[config.mk]
export PLATFORM = sky130hd
export DESIGN_NAME = brp_bus_phase
export DESIGN_NICKNAME = d
export VERILOG_FILES = /design/src/hw/brp_placeholder_none.sv /design/src/hw/brp_pkg.sv /design/src/hw/brp_req_if.sv /design/src/hw/brp_req_decode.sv /design/src/hw/brp_bus_phase.sv
export SDC_FILE = /design/constraint.sdc
export NUM_CORES = 1
export LEC_CHECK = 0
export BUFFER_PORTS_ARGS = -buffer_cell sky130_fd_sc_hd__buf_2
export CORE_MARGIN = 5
export CORE_UTILIZATION = 35
export DETAILED_ROUTE_END_ITERATION = 8
export MAX_ROUTING_LAYER = met4
export SYNTH_ARGS = -nofsm -noshare
export SYNTH_HDL_FRONTEND = slang
export SYNTH_SLANG_ARGS = --single-unit
[constraint.sdc]
create_clock -name core_clk -period 1.5 [get_ports core_clk]
set_input_delay 0.15 -clock core_clk [delete_from_list [all_inputs] [get_ports core_clk]]
set_output_delay 0.15 -clock core_clk [all_outputs]
set_load 0.02 [all_outputs]
[src/hw/brp_placeholder_none.sv]
// Intentionally empty compilation unit.
`timescale 1ns/1ns
`default_nettype none
`default_nettype wire

[src/hw/brp_pkg.sv]
// Shared constants and types of the request and response phase block.
package brp_pkg;

	// ============================================================
	// Clock and reset timing
	localparam int CLK_PERIOD_NS    = 10;
	localparam int WARM_RESET_NS    = 1000;
	localparam int POR_RESET_NS     = 1000000;
	localparam int WARM_RESET_CYC   =
		(WARM_RESET_NS + CLK_PERIOD_NS - 1) / CLK_PERIOD_NS;
	localparam int RELEASE_MAX_CLKS = 2;
	localparam int SELFTEST_CYC     = 16;

	// ============================================================
	// Request phase encodings
	localparam logic [4:0] CMD_DEF_REPLY = 5'h00;
	localparam logic [4:0] CMD_INTA      = 5'h08;
	localparam logic [4:0] CMD_BTM       = 5'h09;
	localparam logic [4:0] CMD_IO_RD     = 5'h10;
	localparam logic [4:0] CMD_IO_WR     = 5'h11;
	localparam logic [1:0] SUB_INTA      = 2'h0;
	localparam logic [1:0] SUB_SPECIAL   = 2'h1;
	localparam logic [2:0] CMD_B_RSVD    = 3'h0;

	localparam logic [1:0] LEN_0_8  = 2'h0;
	localparam logic [1:0] LEN_16   = 2'h1;
	localparam logic [1:0] LEN_32   = 2'h2;
	localparam logic [1:0] LEN_RSVD = 2'h3;
	localparam logic [5:0] BYTES_8  = 6'h08;
	localparam logic [5:0] BYTES_16 = 6'h10;
	localparam logic [5:0] BYTES_32 = 6'h20;
	localparam logic [5:0] BYTES_0  = 6'h00;

	// ============================================================
	// Response status encodings
	localparam logic [2:0] RS_IDLE     = 3'h0;
	localparam logic [2:0] RS_RETRY    = 3'h1;
	localparam logic [2:0] RS_DEFER    = 3'h2;
	localparam logic [2:0] RS_RSVD     = 3'h3;
	localparam logic [2:0] RS_HARD     = 3'h4;
	localparam logic [2:0] RS_NODATA   = 3'h5;
	localparam logic [2:0] RS_IWB      = 3'h6;
	localparam logic [2:0] RS_DATA     = 3'h7;

	// ============================================================
	// Power-on configuration straps and reset vectors
	localparam int CFG_W     = 5;
	localparam int CFG_ADDR_ERROR  = 0;
	localparam int CFG_BUS_INITIALIZE = 1;
	localparam int CFG_TRI   = 2;
	localparam int CFG_SELF_TEST  = 3;
	localparam int CFG_VEC   = 4;
	localparam logic [CFG_W-1:0] CFG_RESET = 5'h00;
	localparam logic [35:0] VEC_LO = 36'h0_000f_fff0;
	localparam logic [35:0] VEC_HI = 36'h0_ffff_fff0;

	typedef enum logic [3:0] {
		K_DEF_REPLY, K_INTA, K_SPECIAL, K_BTM, K_IO_RD, K_IO_WR,
		K_MEM_RDINV, K_MEM_CODE_RD, K_MEM_DATA_RD, K_MEM_WR, K_RSVD
	} brp_kind_t;

endpackage : brp_pkg

[src/hw/brp_req_if.sv]
// Carrier between the request receiver and the transaction decoder.
`timescale 1ns/1ns
`default_nettype none
interface brp_req_if;
	import brp_pkg::*;
	logic [4:0] cmd_a;
	logic [4:0] cmd_b;
	brp_kind_t  kind;
	logic [1:0] len;
	logic [5:0] len_bytes;
	logic       len_rsvd;
	logic [1:0] addr_size;
	logic [1:0] data_size;
	logic       write_retry;
	modport dec (input cmd_a, cmd_b, output kind, len, len_bytes,
		len_rsvd, addr_size, data_size, write_retry);
	modport core (output cmd_a, cmd_b, input kind, len, len_bytes,
		len_rsvd, addr_size, data_size, write_retry);
endinterface : brp_req_if
`default_nettype wire

[src/hw/brp_req_decode.sv]
// Decoder from the two request clocks to a transaction kind and fields.
`timescale 1ns/1ns
`default_nettype none
module brp_req_decode
(
	brp_req_if.dec dif
);
	import brp_pkg::*;

	// ============================================================
	// Field selection
	wire logic [1:0] sub    = dif.cmd_b[2:1];
	wire logic       is_mem = |dif.cmd_a[2:1];
	brp_kind_t       mem_kind;
	brp_kind_t       sp_kind;
	brp_kind_t       inta_kind;
	brp_kind_t       btm_kind;

	// ============================================================
	// Kind decode
	assign mem_kind = !dif.cmd_a[2] ?
		(dif.cmd_a[0] ? K_RSVD : K_MEM_RDINV) :
		dif.cmd_a[0] ? K_MEM_WR :
		dif.cmd_a[1] ? K_MEM_DATA_RD : K_MEM_CODE_RD;
	assign inta_kind = (sub == SUB_INTA) ? K_INTA :
		(sub == SUB_SPECIAL) ? K_SPECIAL : K_RSVD;
	assign btm_kind = (sub == SUB_INTA) ? K_BTM : K_RSVD;
	assign sp_kind = (dif.cmd_a == CMD_DEF_REPLY) ? K_DEF_REPLY :
		(dif.cmd_a == CMD_INTA) ? inta_kind :
		(dif.cmd_a == CMD_BTM) ? btm_kind :
		(dif.cmd_a == CMD_IO_RD) ? K_IO_RD :
		(dif.cmd_a == CMD_IO_WR) ? K_IO_WR : K_RSVD;
	assign dif.kind = is_mem ? mem_kind : sp_kind;

	// ============================================================
	// Length and size fields
	assign dif.len = dif.cmd_b[1:0];
	assign dif.len_bytes = (dif.len == LEN_0_8) ? BYTES_8 :
		(dif.len == LEN_16) ? BYTES_16 :
		(dif.len == LEN_32) ? BYTES_32 : BYTES_0;
	assign dif.len_rsvd    = (dif.len == LEN_RSVD);
	assign dif.addr_size   = is_mem ? dif.cmd_a[4:3] : 2'h0;
	assign dif.data_size   = dif.cmd_b[4:3];
	assign dif.write_retry = is_mem & (&dif.cmd_a[2:0]);

endmodule : brp_req_decode
`default_nettype wire

[src/hw/brp_bus_phase.sv]
// Request and response phase logic of one bus agent.
`timescale 1ns/1ns
`default_nettype none

// What this block does
// - Owner drives command in both request clocks.
// - Second clock: reserved top bits, length low.
// - Length codes 8, 16, 32 bytes, reserved.
// - Request parity covers strobe and command.
// - Parity high when even count of lows.
// - Parity error asserts address error if enabled.
// - Decode reply, interrupt, trace, I/O codes.
// - Decode memory kinds, address size, retriable.
// - Reset invalidates caches, discards modified lines.
// - Outputs released within two clocks of reset.
// - Capture straps, self-test, fetch reset vector.
// - Response status encoding; retry means reissue.
// - Response parity over status; idle reads high.
// - Response parity error may assert bus init.
module brp_bus_phase
#(
	parameter int SELFTEST_CYCLES = brp_pkg::SELFTEST_CYC
)
(
	input  wire logic                    core_clk,
	input  wire logic                    resetn,
	input  wire logic                    iss_valid,
	output logic                         iss_ready,
	input  wire logic [4:0]              iss_cmd_first,
	input  wire logic [1:0]              iss_len,
	input  wire logic                    bus_owner,
	input  wire logic                    ads_lvl_n,
	output logic                         ads_drv_n,
	output logic                         ads_oe_n,
	input  wire logic [4:0]              req_cmd_lvl_n,
	output logic      [4:0]              req_cmd_drv_n,
	output logic                         req_cmd_oe_n,
	input  wire logic                    req_parity_lvl_n,
	output logic                         req_parity_drv_n,
	output logic                         req_parity_oe_n,
	output logic                         addr_error_drv_n,
	output logic                         addr_error_oe_n,
	input  wire logic [2:0]              resp_status_lvl_n,
	input  wire logic                    resp_parity_lvl_n,
	output logic                         bus_initialize_drv_n,
	output logic                         bus_initialize_oe_n,
	input  wire logic [brp_pkg::CFG_W-1:0] cfg_straps_lvl_n,
	input  wire logic                    head_snoop_hit_modified,
	input  wire logic                    head_defer,
	input  wire logic                    head_write,
	output logic                         rx_valid,
	output brp_pkg::brp_kind_t           rx_kind,
	output logic      [4:0]              rx_first,
	output logic      [5:0]              rx_len_bytes,
	output logic                         rx_len_rsvd,
	output logic      [1:0]              rx_addr_size,
	output logic      [1:0]              rx_data_size,
	output logic                         rx_write_retry,
	output logic                         req_parity_err,
	output logic                         resp_valid,
	output logic      [2:0]              resp_code,
	output logic                         resp_retry,
	output logic                         resp_parity_err,
	output logic                         resp_illegal,
	output logic                         cache_inv,
	output logic                         self_test_busy,
	output logic                         fetch_start,
	output logic      [35:0]             fetch_vector,
	output logic                         outputs_off
);
	import brp_pkg::*;

	typedef enum logic [1:0] {ISS_IDLE, ISS_FIRST, ISS_SECOND} brp_iss_t;
	typedef enum logic {RX_IDLE, RX_SECOND} brp_rx_t;
	typedef enum logic [1:0] {
		BOOT_CFG, BOOT_TEST, BOOT_RUN, BOOT_OFF
	} brp_boot_t;

	brp_iss_t          iss_st_ff;
	brp_rx_t           rx_st_ff;
	brp_boot_t         boot_ff;
	logic [1:0]        len_ff;
	logic [4:0]        rx_a_ff;
	logic              pa_err_ff;
	logic              prev_nz_ff;
	logic [CFG_W-1:0]  cfg_ff;
	logic [15:0]       test_cnt_ff;
	brp_req_if         dif ();

	// ============================================================
	// Request issue: strobe and command over two clocks
	wire logic accept   = iss_valid & iss_ready;
	wire logic [4:0] cmd_b_n = ~{CMD_B_RSVD, len_ff};
	wire logic nxt_ads_n = !accept;
	wire logic [4:0] nxt_cmd_n = accept ? ~iss_cmd_first : cmd_b_n;
	wire logic nxt_drive = accept | (iss_st_ff == ISS_FIRST);
	wire logic nxt_par_n = ~^{nxt_ads_n, nxt_cmd_n};

	assign iss_ready = (iss_st_ff == ISS_IDLE) && bus_owner &&
		(boot_ff == BOOT_RUN);

	brp_req_decode u_dec (.dif(dif));

	always_ff @(posedge core_clk)
	begin
		if (!resetn)
			iss_st_ff <= ISS_IDLE;
		else
			unique case (iss_st_ff)
				ISS_IDLE:   iss_st_ff <= accept ? ISS_FIRST : ISS_IDLE;
				ISS_FIRST:  iss_st_ff <= ISS_SECOND;
				ISS_SECOND: iss_st_ff <= ISS_IDLE;
			endcase
	end

	always_ff @(posedge core_clk)
	begin
		if (!resetn)
		begin
			ads_drv_n        <= 1'b1;
			ads_oe_n         <= 1'b1;
			req_cmd_drv_n    <= 5'h1f;
			req_cmd_oe_n     <= 1'b1;
			req_parity_drv_n <= 1'b1;
			req_parity_oe_n  <= 1'b1;
			len_ff           <= LEN_0_8;
		end
		else
		begin
			ads_drv_n        <= nxt_ads_n | !nxt_drive;
			ads_oe_n         <= !nxt_drive;
			req_cmd_drv_n    <= nxt_drive ? nxt_cmd_n : 5'h1f;
			req_cmd_oe_n     <= !nxt_drive;
			req_parity_drv_n <= nxt_drive ? nxt_par_n : 1'b1;
			req_parity_oe_n  <= !nxt_drive;
			if (accept)
				len_ff <= iss_len;
		end
	end

	// ============================================================
	// Request receive, parity check and error phase drive
	wire logic par_bad = req_parity_lvl_n !=
		~^{ads_lvl_n, req_cmd_lvl_n};
	wire logic rx_start = (rx_st_ff == RX_IDLE) && !ads_lvl_n;
	wire logic rx_done  = (rx_st_ff == RX_SECOND);
	wire logic rx_perr  = rx_done & (pa_err_ff | par_bad);
	wire logic addr_error_go  = rx_perr & cfg_ff[CFG_ADDR_ERROR] & !cfg_ff[CFG_TRI];

	assign dif.cmd_a = rx_a_ff;
	assign dif.cmd_b = ~req_cmd_lvl_n;

	always_ff @(posedge core_clk)
	begin
		if (!resetn)
			rx_st_ff <= RX_IDLE;
		else
			rx_st_ff <= rx_start ? RX_SECOND : RX_IDLE;
	end

	always_ff @(posedge core_clk)
	begin
		if (!resetn)
		begin
			rx_a_ff   <= 5'h00;
			pa_err_ff <= 1'b0;
		end
		else if (rx_start)
		begin
			rx_a_ff   <= ~req_cmd_lvl_n;
			pa_err_ff <= par_bad;
		end
	end

	always_ff @(posedge core_clk)
	begin
		if (!resetn)
		begin
			rx_valid         <= 1'b0;
			req_parity_err   <= 1'b0;
			addr_error_drv_n <= 1'b1;
			addr_error_oe_n  <= 1'b1;
		end
		else
		begin
			rx_valid         <= rx_done;
			req_parity_err   <= rx_perr;
			addr_error_drv_n <= !addr_error_go;
			addr_error_oe_n  <= !addr_error_go;
		end
	end

	always_ff @(posedge core_clk)
	begin
		if (!resetn)
		begin
			rx_kind        <= K_RSVD;
			rx_first       <= 5'h00;
			rx_len_bytes   <= BYTES_0;
			rx_len_rsvd    <= 1'b0;
			rx_addr_size   <= 2'h0;
			rx_data_size   <= 2'h0;
			rx_write_retry <= 1'b0;
		end
		else if (rx_done)
		begin
			rx_kind        <= dif.kind;
			rx_first       <= rx_a_ff;
			rx_len_bytes   <= dif.len_bytes;
			rx_len_rsvd    <= dif.len_rsvd;
			rx_addr_size   <= dif.addr_size;
			rx_data_size   <= dif.data_size;
			rx_write_retry <= dif.write_retry;
		end
	end

	// ============================================================
	// Response monitor: status, parity and legality
	wire logic [2:0] rs  = ~resp_status_lvl_n;
	wire logic rs_nz     = |rs;
	wire logic rsp_bad   = resp_parity_lvl_n != ^resp_status_lvl_n;
	wire logic clean     = !head_snoop_hit_modified & !head_defer;
	wire logic legal     =
		(rs == RS_RETRY || rs == RS_DEFER) ? !head_snoop_hit_modified & head_defer :
		(rs == RS_HARD) ? 1'b1 :
		(rs == RS_NODATA) ? clean & head_write :
		(rs == RS_DATA) ? clean & !head_write :
		(rs == RS_IWB) ? head_snoop_hit_modified : 1'b0;
	wire logic illegal   = rs_nz & (!legal | prev_nz_ff);
	wire logic bus_initialize_go  = rsp_bad & cfg_ff[CFG_BUS_INITIALIZE] & !cfg_ff[CFG_TRI];

	always_ff @(posedge core_clk)
	begin
		if (!resetn)
		begin
			prev_nz_ff      <= 1'b0;
			resp_valid      <= 1'b0;
			resp_code       <= RS_IDLE;
			resp_retry      <= 1'b0;
			resp_parity_err <= 1'b0;
			resp_illegal    <= 1'b0;
		end
		else
		begin
			prev_nz_ff      <= rs_nz;
			resp_valid      <= rs_nz;
			resp_code       <= rs;
			resp_retry      <= (rs == RS_RETRY);
			resp_parity_err <= rsp_bad;
			resp_illegal    <= illegal;
		end
	end

	always_ff @(posedge core_clk)
	begin
		if (!resetn)
		begin
			bus_initialize_drv_n <= 1'b1;
			bus_initialize_oe_n  <= 1'b1;
		end
		else
		begin
			bus_initialize_drv_n <= !bus_initialize_go;
			bus_initialize_oe_n  <= !bus_initialize_go;
		end
	end

	// ============================================================
	// Reset, configuration capture, self-test and fetch start
	wire logic [CFG_W-1:0] nxt_cfg = ~cfg_straps_lvl_n;
	wire logic test_end = (test_cnt_ff == 16'(SELFTEST_CYCLES - 1));

	always_ff @(posedge core_clk)
	begin
		if (!resetn)
		begin
			boot_ff     <= BOOT_CFG;
			cfg_ff      <= CFG_RESET;
			test_cnt_ff <= 16'h0000;
			fetch_start <= 1'b0;
		end
		else
		begin
			fetch_start <= 1'b0;
			unique case (boot_ff)
				BOOT_CFG:
				begin
					cfg_ff <= nxt_cfg;
					boot_ff <= nxt_cfg[CFG_TRI] ? BOOT_OFF :
						nxt_cfg[CFG_SELF_TEST] ? BOOT_TEST : BOOT_RUN;
					fetch_start <= !nxt_cfg[CFG_TRI] & !nxt_cfg[CFG_SELF_TEST];
				end
				BOOT_TEST:
				begin
					test_cnt_ff <= test_cnt_ff + 16'h0001;
					if (test_end)
					begin
						boot_ff <= BOOT_RUN;
						fetch_start <= 1'b1;
					end
				end
				BOOT_RUN: boot_ff <= BOOT_RUN;
				BOOT_OFF: boot_ff <= BOOT_OFF;
			endcase
		end
	end

	always_ff @(posedge core_clk)
	begin
		if (!resetn)
		begin
			cache_inv    <= 1'b1;
			fetch_vector <= VEC_LO;
		end
		else
		begin
			cache_inv <= 1'b0;
			if (boot_ff == BOOT_CFG)
				fetch_vector <= nxt_cfg[CFG_VEC] ? VEC_HI : VEC_LO;
		end
	end

	assign self_test_busy = (boot_ff == BOOT_TEST);
	assign outputs_off    = cfg_ff[CFG_TRI];
endmodule : brp_bus_phase
`default_nettype wire

## Word level (Yosys, flattened, before mapping)

Cells that the tools add are included.

| word-level totals | value |
|---|---|
| word-level logic and storage cells | 140 |
| output and inout port bits | 85 |
| register bits | 110 |
| input port bits | 30 |

| operators by class | value |
|---|---|
| add/sub/neg operators | 1 |
| reduce and logical (&&, ||, !) cells | 28 |
| bitwise logic cells | 23 |
| eq/ne operators | 23 |
| muxes and demuxes | 34 |

Operator list:

| operator | number |
|---|---|
| 4-bit two-way mux | 13 |
| 32-bit two-way mux | 1 |
| 6-bit two-way mux | 3 |
| 16-bit by 1-bit adder with 16-bit output, second input constant | 1 |
| 16-bit by 4-bit equality test with 1-bit output, second input constant | 1 |
| 5-bit NOT | 3 |
| 1-bit bitwise AND | 13 |
| 3-bit equality test, second input constant | 4 |
| 1-bit zero test | 12 |
| 6-bit XNOR reduction | 2 |
| 2-bit equality test, second input constant | 5 |
| 5-bit by 4-bit equality test with 1-bit output, second input constant | 2 |
| 5-bit equality test, second input constant | 2 |
| 1-bit two-way mux | 9 |
| 2-bit by 1-bit equality test with 1-bit output, second input constant | 4 |
| 2-bit zero test | 4 |
| 2-bit two-way mux | 4 |
| 2-bit case mux with 4 select lines | 1 |
| 2-bit case mux with 3 select lines | 1 |
| 5-bit zero test | 1 |
| 5-bit two-way mux | 1 |
| 2-bit NOT with 5-bit output | 1 |
| 1-bit OR | 4 |
| 3-bit by 1-bit equality test with 1-bit output, second input constant | 1 |
| 13 further kinds | 16 |

## Depth between registers and ports, before layout

| logic depth | value |
|---|---|
| depth after elaboration | 10 |
| gate-level depth with buffers | 7 |
| gate-level depth less buffers | 6 |

## Modules after synthesis

Synthesis repeated with hierarchy kept, for this count alone.

| second synthesis, totals | value |
|---|---|
| cell total of the unflattened synthesis | 380 |
| area total of the unflattened synthesis | 3490.8 sq um |

Modules (own cells, without submodules):

| module | instances | area an instance (sq um) | cells an instance |
|---|---|---|---|
| brp_bus_phase | 1 | 3223.1 | 340 |
| brp_req_decode | 1 | 267.8 | 40 |

## Worst setup path after synthesis

No wires, ideal clock.

| timing path | value |
|---|---|
| kind | register -> register |
| start point | reg iss_st_ff[1] |
| end point | reg req_parity_drv_n |
| arrival time | 1.454 ns |
| path slack | -0.073 ns |
| setup time | 0.120 ns |
| period minus slack after synthesis | 1.573 ns |
| data required time | 1.380 ns |
| stages on the path, launching flop included | 8 |
| path through | dfxtp_1 > inv_1 > ha_1 > and4b_1 > and2_1 > buf_2 > nor2_1 > a211o_1 |

| between the ends | value |
|---|---|
| longest elaborated chain between the ends | 6 |

Ends and longest elaborated chain:

| item | line | source |
|---|---|---|
| start: declaration | brp_bus_phase.sv:79 | `brp_iss_t iss_st_ff;` |
| start signal: assignment | brp_bus_phase.sv:110 | `ISS_IDLE: iss_st_ff <= accept ? ISS_FIRST : ISS_IDLE;` |
| 2-bit zero test (*) | brp_bus_phase.sv:99 | `assign iss_ready = (iss_st_ff == ISS_IDLE) && bus_owner &&` |
| 1-bit logical AND (*) (2 in series) | brp_bus_phase.sv:99 |  |
| via iss_ready | brp_bus_phase.sv:28 | `output logic iss_ready,` |
| 1-bit bitwise AND (*) | brp_bus_phase.sv:92 | `wire logic accept = iss_valid & iss_ready;` |
| 5-bit two-way mux, or another cell as far along | brp_bus_phase.sv:95 | `wire logic [4:0] nxt_cmd_n = accept ? ~iss_cmd_first : cmd_b_n;` |
| 6-bit XNOR reduction or 2-bit AND reduction (tied branches) | - |  |
| end signal: assignment | brp_bus_phase.sv:134 | `req_parity_drv_n <= nxt_drive ? nxt_par_n : 1'b1;` |
| end: declaration | brp_bus_phase.sv:39 | `output logic req_parity_drv_n,` |

The timed path passes the listed nets; every way through them passes the cells marked *.
A chain may end at the register's enable or synchronous reset.

## Final worst setup path

| timing path | value |
|---|---|
| start point | reg test_cnt_ff[1] |
| end point | reg test_cnt_ff[14] |

| between the ends | value |
|---|---|
| longest elaborated chain between the ends | 1 |

Ends and longest elaborated chain:

| item | line | source |
|---|---|---|
| start: declaration | brp_bus_phase.sv:87 | `logic [15:0] test_cnt_ff;` |
| start signal: assignment | brp_bus_phase.sv:295 | `test_cnt_ff <= test_cnt_ff + 16'h0001;` |
| 16-bit by 1-bit adder with 16-bit output | brp_bus_phase.sv:295 |  |

No other way between the ends.

==> metrics <==
status=finished, violations left; failing checks=negative setup slack; synthesized area=3320 µm²; Ports=115; total die area=11500 µm²; reg2reg path depth=5; max cap viols=0; vias in the first global route=2482; r2r endpoint=test_cnt_ff[14]$_SDFFE_PN0P_; antenna viol nets, final=0; Worst setup startpoint=test_cnt_ff[1]$_SDFFE_PN0P_; critical path capture point type=register; startpoint class of the critical path=register; Clk pin slew, worst setup/hold paths=0.08 ns; DP Cell Count=579; clk_skew=0.00953 ns; R2R Setup Slk=-0.01 ns; Pins Over Slew Limit=0; Seq/Total Area, Yosys=43.4%; PortBufs=87; area delta synth->final=28.9%; Area after DPL=3880 µm²; RSZ-0062 raised after global routing=yes; Slew @ Worst Pin=0.525 ns; DR DRC count=0; Crit Path Class=register to register; worst-path maximum fanout=3; total wire length=7490 µm; Placeable Area=9240 µm²; DR vias=2700; crit path DAT=1.78 ns; Post-synth EDFFs=0; Final Hold Slack=0.0187 ns; total CTS buffers=9; cell row count=35; first-pass GRT wire length=11500 µm; drt pass-1 iters=4; Final Non-Filler Cells=606; highest clock rate=662 MHz; Syn Area/Cell=9.07 µm²; period utilization=101%; commonest non-fill, non-tap cell in the layout=buf_2; synth unique cells=48; Overall Power=4.31 mW; Post-synth ARST share=0%; Mapped Cells=366; pwr dens=1010 nW/µm²; Finished Cell Area=4280 µm²; initial antenna violation count=0; commonest non-fill, non-tap cells in the layout=buf_2 (85), dfxtp_1 (63), nor2_1 (46); Die Span X=107 µm; Hold Path Class=primary input to register; NumNets Final=514; antenna cell count=0; endpoints failing hold=0; vias per cell=4.46; CTS tree=done; Initial Util=35.9%; Required @ worst endpoint=1.77 ns; final worst slack=-0.0102 ns; peak supply drop=462 µV; DR WL/cell=12.4 µm; Crit Reg-Reg Startpoint=test_cnt_ff[1]$_SDFFE_PN0P_; y dimension of the die=107 µm; clk_lat worst skew=0.34 ns; Synthesis Warnings=0; Slew HR=64.9%; Starting DRT DRC Count=133; ratio of cells with drive above 1 in the final layout=36.5%; largest net degree at the start of global routing=22; H-Tree Depth=3; Root Buffer=clkbuf_8; CTS Sinks=72; Remaining Overflow, GRT=0; Tmin final=1.51 ns; flops & latches, synth=72; top_reg_cell synth=dfxtp_1; Setup violations, final=1; clock buffer depth=2; HPWL after DPL=5530 µm; worst setup path end=test_cnt_ff[14]$_SDFFE_PN0P_; leakage power=1.86 nW; setup TNS=-0.0102 ns; Placer Congestion=0.768; total track usage=12.7%
[how the worst min path moves through the flow]
stage / startpoint / end / cells past startpoint
6_report: cfg_straps_lvl_n[2] / cfg_ff[2]$_SDFFE_PN0P_ / 2
5_1_grt: cfg_straps_lvl_n[2] / cfg_ff[2]$_SDFFE_PN0P_ / 2
4_1_cts: cfg_straps_lvl_n[2] / cfg_ff[2]$_SDFFE_PN0P_ / 2
3_5_place_dp: cfg_straps_lvl_n[4] / fetch_vector[30]$_SDFFE_PN0P_ / 2
3_3_place_gp: cfg_straps_lvl_n[4] / fetch_vector[30]$_SDFFE_PN0P_ / 2
2_1_floorplan: iss_cmd_first[2] / req_cmd_drv_n[2]$_SDFF_PN1_ / 1
[power breakdown]
group	total [mW]	switching, mW	internal (mW)
clock	1.52	0.709	0.811
sequential	2.06	0.0663	1.99
combinational	0.732	0.431	0.302
[what timing repair did]
| item | 4_1_cts | 5_1_grt |
|---|---|---|
| hold buffers | 6 | 0 |
| resized for setup | 11 | 24 |
| pin swaps | 3 | 11 |
| buffers inserted | 2 | 4 |
| endpoints found under the hold margin | 6 | 0 |
| endpoints found under the setup margin | 5 | 12 |
[per-stage QoR]
stage | util [%] | setup slack, ns
2_1_floorplan | - | 0.00145
3_3_place_gp | 42.0 | -0.0772
3_5_place_dp | 42.0 | -0.0937
4_1_cts | 45.3 | -0.0443
5_1_grt | 46.3 | -0.0620
6_report | 46.3 | -0.0102
[cells by family after synthesis]
kind of cell    synth area share, %
simple gates                   18.8
flops                          43.4
buf+inv                        13.0
compound gates                 10.8
xor+xnor                       5.96
fa+ha+maj                      4.52
mux                            3.32
other cells                   0.226
[worst max-delay path, stage by stage, from the launching register on]
cell and delay (ns):
dfxtp_4 0.37, ha_4 0.13, and4b_4 0.23, nand4_1 0.15, or4_4 0.45, a21oi_2 0.12
[Yosys cell counts (3+ instances only)]
master    number  share of area (%)
o21a_1         3               0.68
o31ai_1        3               0.68
nand2b_1       4               0.75
a21oi_1       16                2.4
dfxtp_1       72                 43
nor2b_1        3               0.57
nand2_1       16                1.8
buf_4         42                9.5
mux2i_1       11                3.3
a211oi_1      13                2.9
or4_1          3               0.68
nor3_1         6               0.90
ha_1          12                4.5
nand4_1        6                1.1
nor2_1        46                5.2
clkbuf_1      15                1.7
o21ai_0       10                1.5
xor2_1        11                2.9
nand3_1       10                1.5
xnor2_1        9                2.4
and2_1         5               0.94
inv_1         11                1.2
[final cells by class]
cell class,count,area [µm²]
Clock buffer,11,141
Clock inverter,5,56.3
Fill cell,892,4960
Inverter,12,45.0
Multi-Input combinational cell,247,1630
Sequential cell,72,1460
Tap cell,129,161
Timing Repair Buffer,130,793
[state kept, by name, summed over array words and instances, names as in the netlist, 3 cells and up]
signal / flops
test_cnt_ff: 16
dif.cmd_a: 5
req_cmd_drv_n: 5
rx_first: 5
rx_kind: 4
cfg_ff: 3
resp_code: 3
rx_len_bytes: 3
[metal layers]
layer / up-vias / wire length (µm) / global-route usage [%] / part of all wire (%)
li1: 1383 / - / - / -
met1: 1255 / 3360 / 15.2 / 45
met2: 55 / 3700 / 21.0 / 49
met3: 7 / 341 / 3.24 / 4.6
met4: 0 / 85 / 4.24 / 1.1
met5: - / 0 / - / 0
No activity file was read; power rests on OpenSTA's default activity.
